File: config.mk
export PLATFORM = sky130hd
export DESIGN_NAME = cbc_branch_ctrl
export DESIGN_NICKNAME = d
export VERILOG_FILES = /design/src/rtl/cbc_pkg.sv /design/src/rtl/cbc_branch_ctrl.sv /design/src/rtl/cbc_cond_eval.sv
export SDC_FILE = /design/constraint.sdc
export NUM_CORES = 1
export LEC_CHECK = 0
export BUFFER_PORTS_ARGS = -buffer_cell sky130_fd_sc_hd__buf_2
export CAP_MARGIN = 20
export CELL_PAD_IN_SITES_DETAIL_PLACEMENT = 1
export CELL_PAD_IN_SITES_GLOBAL_PLACEMENT = 1
export CORE_AREA = 4 4 166 168
export DETAILED_ROUTE_END_ITERATION = 10
export DIE_AREA = 0 0 170 172
export HOLD_SLACK_MARGIN = 0.03
export PLACE_DENSITY = 0.82
export SLEW_MARGIN = 30
export SYNTH_ARGS = -nofsm -noshare
export SYNTH_HDL_FRONTEND = slang
export SYNTH_SLANG_ARGS = --single-unit
File: constraint.sdc
create_clock -name clk_sys -period 6.3 [get_ports clk_sys]
set_clock_uncertainty 0.2 [all_clocks]
set_input_delay 1.26 -clock clk_sys [delete_from_list [all_inputs] [get_ports clk_sys]]
set_output_delay 1.26 -clock clk_sys [all_outputs]
set_load 0.01 [all_outputs]
File: src/rtl/cbc_pkg.sv
// shared types and constants for conditional branch control
package cbc_pkg;
    localparam int unsigned CBC_REG_W   = 4;
    localparam logic [3:0]  CBC_REG_SP  = 4'hD;
    localparam logic [3:0]  CBC_REG_LR  = 4'hE;
    localparam logic [3:0]  CBC_REG_PC  = 4'hF;
    localparam logic [3:0]  CBC_COND_AL = 4'hE;
    localparam logic [31:0] CBC_ZERO    = 32'h0;
    // pc of a 16-bit instruction reads as its address plus 4
    localparam logic [31:0] CBC_PC_AHEAD = 32'h4;
    // table branch is 32 bits long
    localparam logic [31:0] CBC_TB_LEN   = 32'h4;
    localparam logic [3:0]  CBC_IT_MASK_DONE = 4'h8;

    typedef enum logic [2:0] {
        CBC_OP_NONE,
        CBC_OP_CMP_ZERO,
        CBC_OP_CMP_NONZERO,
        CBC_OP_IT,
        CBC_OP_TB_BYTE,
        CBC_OP_TB_HALF,
        CBC_OP_BREAKPOINT_INSTR,
        CBC_OP_OTHER
    } cbc_op_e;

    // decoded instruction from the fetch side
    typedef struct packed {
        logic        valid;
        cbc_op_e     op;
        logic [31:0] addr;
        logic [3:0]  cond;
        logic [3:0]  it_mask;
        logic [3:0]  base_reg;
        logic [3:0]  index_reg;
        logic [6:0]  offset;
    } cbc_instr_s;

    // condition flags n z c v
    typedef struct packed {
        logic n;
        logic z;
        logic c;
        logic v;
    } cbc_flags_s;

    // if-then state: base condition and remaining switch mask
    typedef struct packed {
        logic [3:0] cond;
        logic [3:0] mask;
    } cbc_it_s;
endpackage

File: src/rtl/cbc_branch_ctrl.sv
// decode and execute control for compare-branch, if-then and table branch
//
// Overview of operation
// - compare_zero_branch jumps when the register is zero; flags untouched
// - compare_nonzero_branch jumps when the register is nonzero; flags untouched
// - if_then_prefix predicates one to four following instructions
// - first uses base condition; later ones base or inverse per switch
// - breakpoint inside a block runs even when its condition fails
// - exceptions allowed in a block; state saved via link and status word
// - exception return restores block state and remaining conditions
// - if_then_prefix leaves the flags unchanged
// - byte table: fetch byte at base plus index, branch forward twice it
// - half table: index shifted by one, branch forward twice the entry
// - program counter as base means table starts after the instruction
`timescale 1ns/1ns
module cbc_branch_ctrl
    import cbc_pkg::*;
(
    // clock and reset
    input  wire logic        clk_sys,
    input  wire logic        sys_rst,
    // instruction stream
    input  wire cbc_instr_s  instr,
    output logic             instr_ready,
    // register file
    output logic [3:0]       rf_addr_a,
    output logic [3:0]       rf_addr_b,
    input  wire logic [31:0] rf_data_a,
    input  wire logic [31:0] rf_data_b,
    // flags
    input  wire cbc_flags_s  flags,
    // table read port
    output logic             mem_req,
    output logic [31:0]      mem_addr,
    output logic             mem_half,
    input  wire logic        mem_ack,
    input  wire logic [15:0] mem_rdata,
    // exception logic
    input  wire logic        exc_entry,
    output logic [7:0]       exc_it_state,
    input  wire logic        exc_return,
    input  wire logic [7:0]  exc_ret_it_state,
    // results
    output logic             branch_valid,
    output logic [31:0]      branch_target,
    output logic             exec_en,
    output logic             breakpoint_instr_hit,
    output logic             flags_hold
);
    typedef enum logic [1:0] { CBC_IDLE, CBC_TB_WAIT, CBC_TB_DONE } cbc_state_e;

    function automatic logic [31:0] fwd_target(input logic [31:0] from,
                                               input logic [31:0] half_units);
        fwd_target = from + {half_units[30:0], 1'b0};
    endfunction

    cbc_state_e  state_reg, state_next;
    cbc_it_s     it_reg, it_next;
    cbc_instr_s  hold_reg, hold_next;
    logic        req_reg, req_next;
    logic [31:0] maddr_reg, maddr_next;
    logic        mhalf_reg, mhalf_next;
    logic        br_reg, br_next;
    logic [31:0] tgt_reg, tgt_next;
    logic        ex_reg, ex_next;
    logic        bk_reg, bk_next;
    logic        fh_reg, fh_next;
    logic        rdy_reg, rdy_next;
    logic        in_block;
    logic [3:0]  slot_cond;
    logic        cond_pass;
    logic        take;
    logic [31:0] tb_base;
    logic [31:0] tb_index;

    assign in_block  = (it_reg.mask != 4'h0);
    // next switch bit sits in cond[0] position: mask[3] moves in per step
    assign slot_cond = in_block ? it_reg.cond : instr.cond;

    cbc_cond_eval u_cond (
        .cond  (slot_cond),
        .flags (flags),
        .pass  (cond_pass)
    );

    assign take        = instr.valid && (state_reg == CBC_IDLE);
    assign instr_ready = rdy_reg;
    assign rf_addr_a   = (state_reg == CBC_IDLE) ? instr.base_reg : hold_reg.base_reg;
    assign rf_addr_b   = (state_reg == CBC_IDLE) ? instr.index_reg : hold_reg.index_reg;
    assign tb_base     = (instr.base_reg == CBC_REG_PC) ?
                         instr.addr + CBC_TB_LEN : rf_data_a;
    assign tb_index    = (instr.op == CBC_OP_TB_HALF) ?
                         {rf_data_b[30:0], 1'b0} : rf_data_b;

    // ------------------------------------------------------------
    // execution control
    // ------------------------------------------------------------
    always_comb begin
        state_next = state_reg;
        it_next    = it_reg;
        hold_next  = hold_reg;
        req_next   = 1'b0;
        maddr_next = maddr_reg;
        mhalf_next = mhalf_reg;
        br_next    = 1'b0;
        tgt_next   = tgt_reg;
        ex_next    = 1'b0;
        bk_next    = 1'b0;
        fh_next    = 1'b0;
        unique case (state_reg)
            CBC_IDLE: begin
                if (exc_return) begin
                    it_next = exc_ret_it_state;
                end else if (take) begin
                    if (in_block) begin
                        // shift mask; low cond bit follows next switch
                        if (it_reg.mask[2:0] == 3'h0) begin
                            it_next = '0;
                        end else begin
                            it_next.cond = {it_reg.cond[3:1], it_reg.mask[3]};
                            it_next.mask = {it_reg.mask[2:0], 1'b0};
                        end
                    end
                    ex_next = cond_pass;
                    fh_next = 1'b1;
                    unique case (instr.op)
                        CBC_OP_CMP_ZERO: begin
                            br_next  = (rf_data_a == CBC_ZERO);
                            tgt_next = fwd_target(instr.addr + CBC_PC_AHEAD,
                                                  {25'h0, instr.offset});
                        end
                        CBC_OP_CMP_NONZERO: begin
                            br_next  = (rf_data_a != CBC_ZERO);
                            tgt_next = fwd_target(instr.addr + CBC_PC_AHEAD,
                                                  {25'h0, instr.offset});
                        end
                        CBC_OP_IT: begin
                            // flags only read, never written; prefix itself always runs
                            ex_next      = 1'b1;
                            it_next.cond = instr.cond;
                            it_next.mask = instr.it_mask;
                        end
                        CBC_OP_TB_BYTE, CBC_OP_TB_HALF: begin
                            if (cond_pass) begin
                                hold_next  = instr;
                                req_next   = 1'b1;
                                maddr_next = tb_base + tb_index;
                                mhalf_next = (instr.op == CBC_OP_TB_HALF);
                                state_next = CBC_TB_WAIT;
                            end
                        end
                        CBC_OP_BREAKPOINT_INSTR: begin
                            ex_next = 1'b1;
                            bk_next = 1'b1;
                        end
                        default: fh_next = 1'b0;
                    endcase
                end
            end
            CBC_TB_WAIT: begin
                req_next = ~mem_ack;
                if (mem_ack) begin
                    state_next = CBC_TB_DONE;
                    tgt_next   = fwd_target(hold_reg.addr + CBC_TB_LEN,
                                 mhalf_reg ? {16'h0, mem_rdata} :
                                             {24'h0, mem_rdata[7:0]});
                end
            end
            CBC_TB_DONE: begin
                br_next    = 1'b1;
                ex_next    = 1'b1;
                fh_next    = 1'b1;
                state_next = CBC_IDLE;
            end
            default: state_next = CBC_IDLE;
        endcase
        rdy_next = (state_next == CBC_IDLE);
    end

    always_ff @(posedge clk_sys) begin
        if (sys_rst) begin
            state_reg <= CBC_IDLE;
            it_reg    <= '0;
            hold_reg  <= '0;
            req_reg   <= 1'b0;
            maddr_reg <= 32'h0;
            mhalf_reg <= 1'b0;
            br_reg    <= 1'b0;
            tgt_reg   <= 32'h0;
            ex_reg    <= 1'b0;
            bk_reg    <= 1'b0;
            fh_reg    <= 1'b0;
            rdy_reg   <= 1'b1;
        end else begin
            state_reg <= state_next;
            it_reg    <= it_next;
            hold_reg  <= hold_next;
            req_reg   <= req_next;
            maddr_reg <= maddr_next;
            mhalf_reg <= mhalf_next;
            br_reg    <= br_next;
            tgt_reg   <= tgt_next;
            ex_reg    <= ex_next;
            bk_reg    <= bk_next;
            fh_reg    <= fh_next;
            rdy_reg   <= rdy_next;
        end
    end

    // exception entry sees current state for stacking
    assign exc_it_state  = it_reg;
    assign mem_req       = req_reg;
    assign mem_addr      = maddr_reg;
    assign mem_half      = mhalf_reg;
    assign branch_valid  = br_reg;
    assign branch_target = tgt_reg;
    assign exec_en       = ex_reg;
    assign breakpoint_instr_hit      = bk_reg;
    assign flags_hold    = fh_reg;
endmodule

File: src/rtl/cbc_cond_eval.sv
// condition code evaluator
`timescale 1ns/1ns
module cbc_cond_eval
    import cbc_pkg::*;
(
    // inputs
    input  wire logic [3:0] cond,
    input  wire cbc_flags_s flags,
    // result
    output logic            pass
);
    logic base;
    always_comb begin
        unique case (cond[3:1])
            3'h0:    base = flags.z;
            3'h1:    base = flags.c;
            3'h2:    base = flags.n;
            3'h3:    base = flags.v;
            3'h4:    base = flags.c & ~flags.z;
            3'h5:    base = (flags.n == flags.v);
            3'h6:    base = (flags.n == flags.v) & ~flags.z;
            default: base = 1'b1;
        endcase
        if (cond[3:1] == 3'h7) begin
            pass = 1'b1;
        end else begin
            pass = base ^ cond[0];
        end
    end
endmodule

Word level (Yosys, flattened, before mapping)
Cells that the tools add are included.
{"block": "totals", "ff_bits": 121, "word_cells": 113, "input_bits": 156}
{"block": "op_classes", "reduce_logical": 21, "addsub": 5, "mux": 42, "bitwise_logic": 8, "n_eq_ne": 21}
{"operator": "$mux W32", "count": 6}
{"operator": "$add A32 B3 Y32 const B", "count": 2}
{"operator": "$pmux W32 S2", "count": 1}
{"operator": "$mux W8", "count": 5}
{"operator": "$add A32 B17 Y32", "count": 1}
{"operator": "$add A32 B32 Y32", "count": 1}
{"operator": "$add A32 B8 Y32", "count": 1}
{"operator": "$logic_not A32 Y1", "count": 1}
{"operator": "$reduce_bool A32 Y1", "count": 1}
{"operator": "$eq A3 B3 Y1 const B", "count": 7}
{"operator": "$mux W16", "count": 1}
{"operator": "$mux W1", "count": 14}
{"operator": "$eq A3 B2 Y1 const B", "count": 4}
{"operator": "$mux W4", "count": 3}
{"operator": "$mux W2", "count": 5}
{"operator": "$pmux W1 S2", "count": 5}
{"operator": "$reduce_and A5 Y1", "count": 2}
{"operator": "$ne A2 B2 Y1 const B", "count": 4}
{"operator": "$pmux W1 S7", "count": 1}
{"operator": "$eq A3 B1 Y1 const B", "count": 2}
{"operator": "$logic_not A3 Y1", "count": 2}
{"operator": "$reduce_bool A3 Y1", "count": 2}
{"operator": "$reduce_or A2 Y1", "count": 3}
{"operator": "$reduce_or A6 Y1", "count": 1}
{"operator": "other kinds (15)", "count": 22}

Depth between registers and ports, before layout
{"block": "depth", "depth_word": 12, "ltp_mapped": 18, "mapped_depth_nobuf": 16}

By module
From an unflattened synthesis, not the netlist that was laid out.
{"block": "unflattened", "hier_cells": 1348, "area_unflattened_um2": 10163.5}
{"mod": "cbc_branch_ctrl", "cells_each": 1328, "instances": 1, "area_each_um2": 10022.1}
{"mod": "cbc_cond_eval", "cells_each": 20, "instances": 1, "area_each_um2": 141.4}

Worst setup path before layout
OpenSTA, ideal clock, no wires.
{"block": "synth_path", "kind": "input-to-reg", "startpoint": "input port instr[25] (netlist bit)", "endpoint": "register maddr_reg[27] (netlist: mem_addr[27])", "path_slack_ns": 1.157, "setup_time_ns": 0.106, "path_stages": 18, "t_required_ns": 5.994, "arrival_ns": 4.837, "n_path_buf": 2, "cell_sequence": "ha_1 -> clkbuf_8 -> inv_1 -> or4_4 -> o31ai_1 -> and2_1 -> o21ai_0 -> ha_1 -> clkbuf_1 -> a21o_1 -> a21o_1 -> a21oi_1 -> o311a_1 -> nand3_1 -> o21bai_1 -> a21boi_0 -> or4_1 -> o311ai_0"}
{"block": "synth_between", "elab_chain_cells": 3}
{"item": "start: declaration", "line": "cbc_branch_ctrl.sv:23", "text": "input wire cbc_instr_s instr,"}
{"item": "$add A32 B3 Y32", "line": "cbc_branch_ctrl.sv:91", "text": "instr.addr + CBC_TB_LEN : rf_data_a;"}
{"item": "$mux W32", "line": "cbc_branch_ctrl.sv:90", "text": "assign tb_base = (instr.base_reg == CBC_REG_PC) ?"}
{"item": "$add A32 B32 Y32", "line": "cbc_branch_ctrl.sv:147", "text": "maddr_next = tb_base + tb_index;"}
{"item": "end signal: assignment", "line": "cbc_branch_ctrl.sv:199", "text": "maddr_reg <= maddr_next;"}
{"item": "end: declaration", "line": "cbc_branch_ctrl.sv:61", "text": "logic [31:0] maddr_reg, maddr_next;"}
Every way passes these cells.
A chain may end at the register's enable or synchronous reset.

Final worst setup path
{"block": "layout_path", "startpoint": "input port instr[57] (netlist bit)", "endpoint": "register maddr_reg[24] (netlist: mem_addr[24])"}
{"block": "layout_between", "elab_chain_cells": 3, "word_cells_on_any_way": 6, "cone_classes": "1 x add/sub; 2 x eq/ne; 1 x mux; 2 x reduce/logical"}
{"item": "$eq A3 B3 Y1 (on tied branches)", "line": "cbc_branch_ctrl.sv:92, cbc_branch_ctrl.sv:126"}
{"item": "$mux W32 / $reduce_or A2 Y1 (equally long branches)", "line": "cbc_branch_ctrl.sv:92, cbc_branch_ctrl.sv:126"}
{"item": "$add A32 B32 Y32 / $reduce_and A5 Y1 (equally long branches)"}
Parallel ways exist; a longest one is shown, timed or not.

==> flow_summary.yaml <==
timing:
  fmax_mhz: 188
  rsz0062_at_grt: "no"
  slew_headroom_pct: 37.4
  slew_violations: 0
  setup_viol: 0
  setup_tns_ns: 0
  worstMarginPinSlew_ns: 0.939
  timing.hold.ws_ns: 0.253
  hold_viol: 0
  period_share_pct: 84.5
  fin_crit_ns: 5.33
place:
  port_buffers: 241
  gp_congestion: 0.933
  dp_hpwl_microns: 29300
  place_inst: 1876
critical_path:
  worstReg2RegStart: "exc_it_state[0]$_SDFFE_PP0P_"
  rrSetupSlack_ns: 2.37
  crit_arrival_ns: 5.47
  worstReg2RegEnd: "mem_addr[12]$_SDFFE_PP0P_"
  cp.required_ns: 6.45
  cp-end-kind: "register"
  path_max_fanout: 13
  rr_worst_depth: 10
  start_kind: "input port"
  path_class: "in -> reg"
synthesis:
  yosys_warnings: 0
  synth-async-reset-ratio_pct: 0
  netlist_top_cells_count: "210 x nand2_1, 140 x a21oi_1, 121 x dfxtp_1"
  synth_cell_types: 84
  synth-seq-cells: 121
  yosysSeqAreaShare_pct: 23.4
  synth-edff-count: 0
  syn_area_sq_um: 10400
  yosys.cell_count.top_type: "nand2_1"
  synth_area_per_cell_sq_um: 7.62
  synth_top_area_cell: "dfxtp_1"
  synthFlopType: "dfxtp_1"
  synth_top_area_share_pct: 23.4
  synth_nets: 1590
  synthCells: 1360
  synth_area_leaders: "dfxtp_1 23%, ha_1 8.6%, nand2_1 7.6%"
clocking:
  hold_buffers: 0
  clock_latency_ns: 0.43
  cts_tree: "done"
  clkTransAtPathRegs_ns: 0.07
  postCtsSetupBuffers: 0
  cts_max_level: 4
  cts_repair_resize_count: 0
  cts.path.max_buffers: 2
  root_buffer: "clkbuf_16"
  cts_buffers: 17
  clkSinkCount: 121
min_path:
  hp-start: "mem_addr[9]$_SDFFE_PP0P_"
  holdPathStages: 2
  hold_end: "mem_addr[9]$_SDFFE_PP0P_"
  hp-class: "reg -> reg"
routing:
  highest_layer: "met4"
  drc: 0
  via_per_inst: 5.66
  drtIter0Drc: 590
  wl_met3_microns: 1580
  wl_per_cell_microns: 19.6
  num_vias: 10900
  totalWireLength_microns: 37700
  final_antenna_net_count: 0
  routed-wl-met2_microns: 17800
  m1WireLength_microns: 17200
  dr.pass1.iters: 5
floorplanning:
  die_w_microns: 170
  core_sq_um: 25900
  core.rowCount: 59
  fp.dieH_microns: 172
  start_util_pct: 40.0
  boundaryPins: 243
  die-area_sq_um: 29200
pwr:
  total_power_mw: 2.45
  p_leak_nw: 5.20
  peakVddDrop_uv: 126
  power_density_nw_per_um2: 199
outcome:
  outcome: "finished, final reports clean"
grt:
  track_usage_pct: 24.9
  antenna_found_initial: 11
  overflow: 0
  grt_max_degree: 91
  first_global_vias: 11000
  grt_pass1_wl_microns: 58400
cells_and_area:
  largest_register_ffs: 40
  synthToLayoutAreaGrowth_pct: 18.6
  finalNonFillerCells: 1919
  nFillCells: 3321
  drive_above_1_share_pct: 23.6
  utilization_pct: 47.4
  fin_nets: 1790
run:
  maxCapViolCount: 0
cells by family after synthesis:
| kind of cell | count (synthesis) | share of synthesized area (%) |
|---|---|---|
| AO/OA/AOI/OAI | 365 | 21.8 |
| multiplexers | 60 | 6.41 |
| flip-flops | 121 | 23.4 |
| XOR/XNOR | 99 | 8.62 |
| AND/OR/NAND/NOR | 534 | 25.3 |
| adder cells (fa/ha/maj) | 74 | 9.15 |
| buffers and inverters | 107 | 5.35 |
routing by layer:
metal,track usage [%],vias up
met4,9.51,0
met5,0,-
met2,41.3,269
met1,33.0,5252
li1,-,5282
met3,3.48,58
layout make-up:
type / instances / area (sq um) / share of cell area (%)
Multi-Input combinational cell: 1132 / 7400 / 60.2
Sequential cell: 121 / 2420 / 19.7
Timing Repair Buffer: 257 / 1330 / 10.8
Clock buffer: 18 / 439 / 3.58
Tap cell: 335 / 419 / 3.41
Clock inverter: 13 / 123 / 0.998
Inverter: 31 / 116 / 0.947
Antenna cell: 12 / 30.0 / 0.244
cell usage in the layout, fill, tap and decap left out, types with 9 or more instances in the layout:
cell / instances
clkbuf_16: 17
a31oi_1: 13
nand3_1: 36
nand4_1: 19
nor2_1: 115
ha_1: 71
a21o_1: 18
dfxtp_1: 121
a21oi_1: 139
xor2_1: 36
mux2i_1: 9
o211ai_1: 9
nand2_1: 210
inv_1: 31
buf_4: 16
o21a_1: 13
mux2_2: 51
and3_1: 17
diode_2: 12
o21ai_0: 74
o21bai_1: 9
nor4_1: 17
nor3_1: 29
xnor2_1: 61
a211oi_1: 28
and2_1: 17
buf_2: 240
nand2b_1: 20
power by group:
group | switching [mW] | leakage, nW | internal (mW)
Clock | 0.415 | 0.265 | 0.555
Combinational | 0.394 | 3.95 | 0.269
Sequential | 0.0212 | 0.980 | 0.793
through the flow:
step                area, sq um  worst slack, ns
CTS                       12200             1.02
finish                    12300            0.975
global placement          11700            0.699
global route              12300            0.687
floorplan                 10400             1.16
detailed placement        11700            0.631
how the worst max path moves through the flow:
stage | startpoint | end | slack (ns) | depth (start not counted)
2_1_floorplan | instr[25] | mem_addr[27]$_SDFFE_PP0P_ | 1.16 | 18
3_3_place_gp | instr[57] | mem_addr[24]$_SDFFE_PP0P_ | 0.70 | 16
3_5_place_dp | instr[57] | mem_addr[24]$_SDFFE_PP0P_ | 0.63 | 16
4_1_cts | instr[57] | mem_addr[24]$_SDFFE_PP0P_ | 1.02 | 16
5_1_grt | instr[57] | mem_addr[24]$_SDFFE_PP0P_ | 0.69 | 16
6_report | instr[57] | mem_addr[24]$_SDFFE_PP0P_ | 0.97 | 16
critical path, cell delays in order:
cell and delay [ns]:
buf_2 0.15, inv_1 0.10, nor2_1 0.24, nand2_1 0.47, and2_1 0.35, ha_1 0.21, fa_1 0.43, a211oi_1 0.38
o21ai_0 0.21, a211oi_1 0.49, o31a_1 0.22, a41oi_1 0.20, and3_1 0.26, mux2i_1 0.16, o2111ai_1 0.14, a21oi_1 0.18
Note: power is estimated with default switching activity, not from simulation.
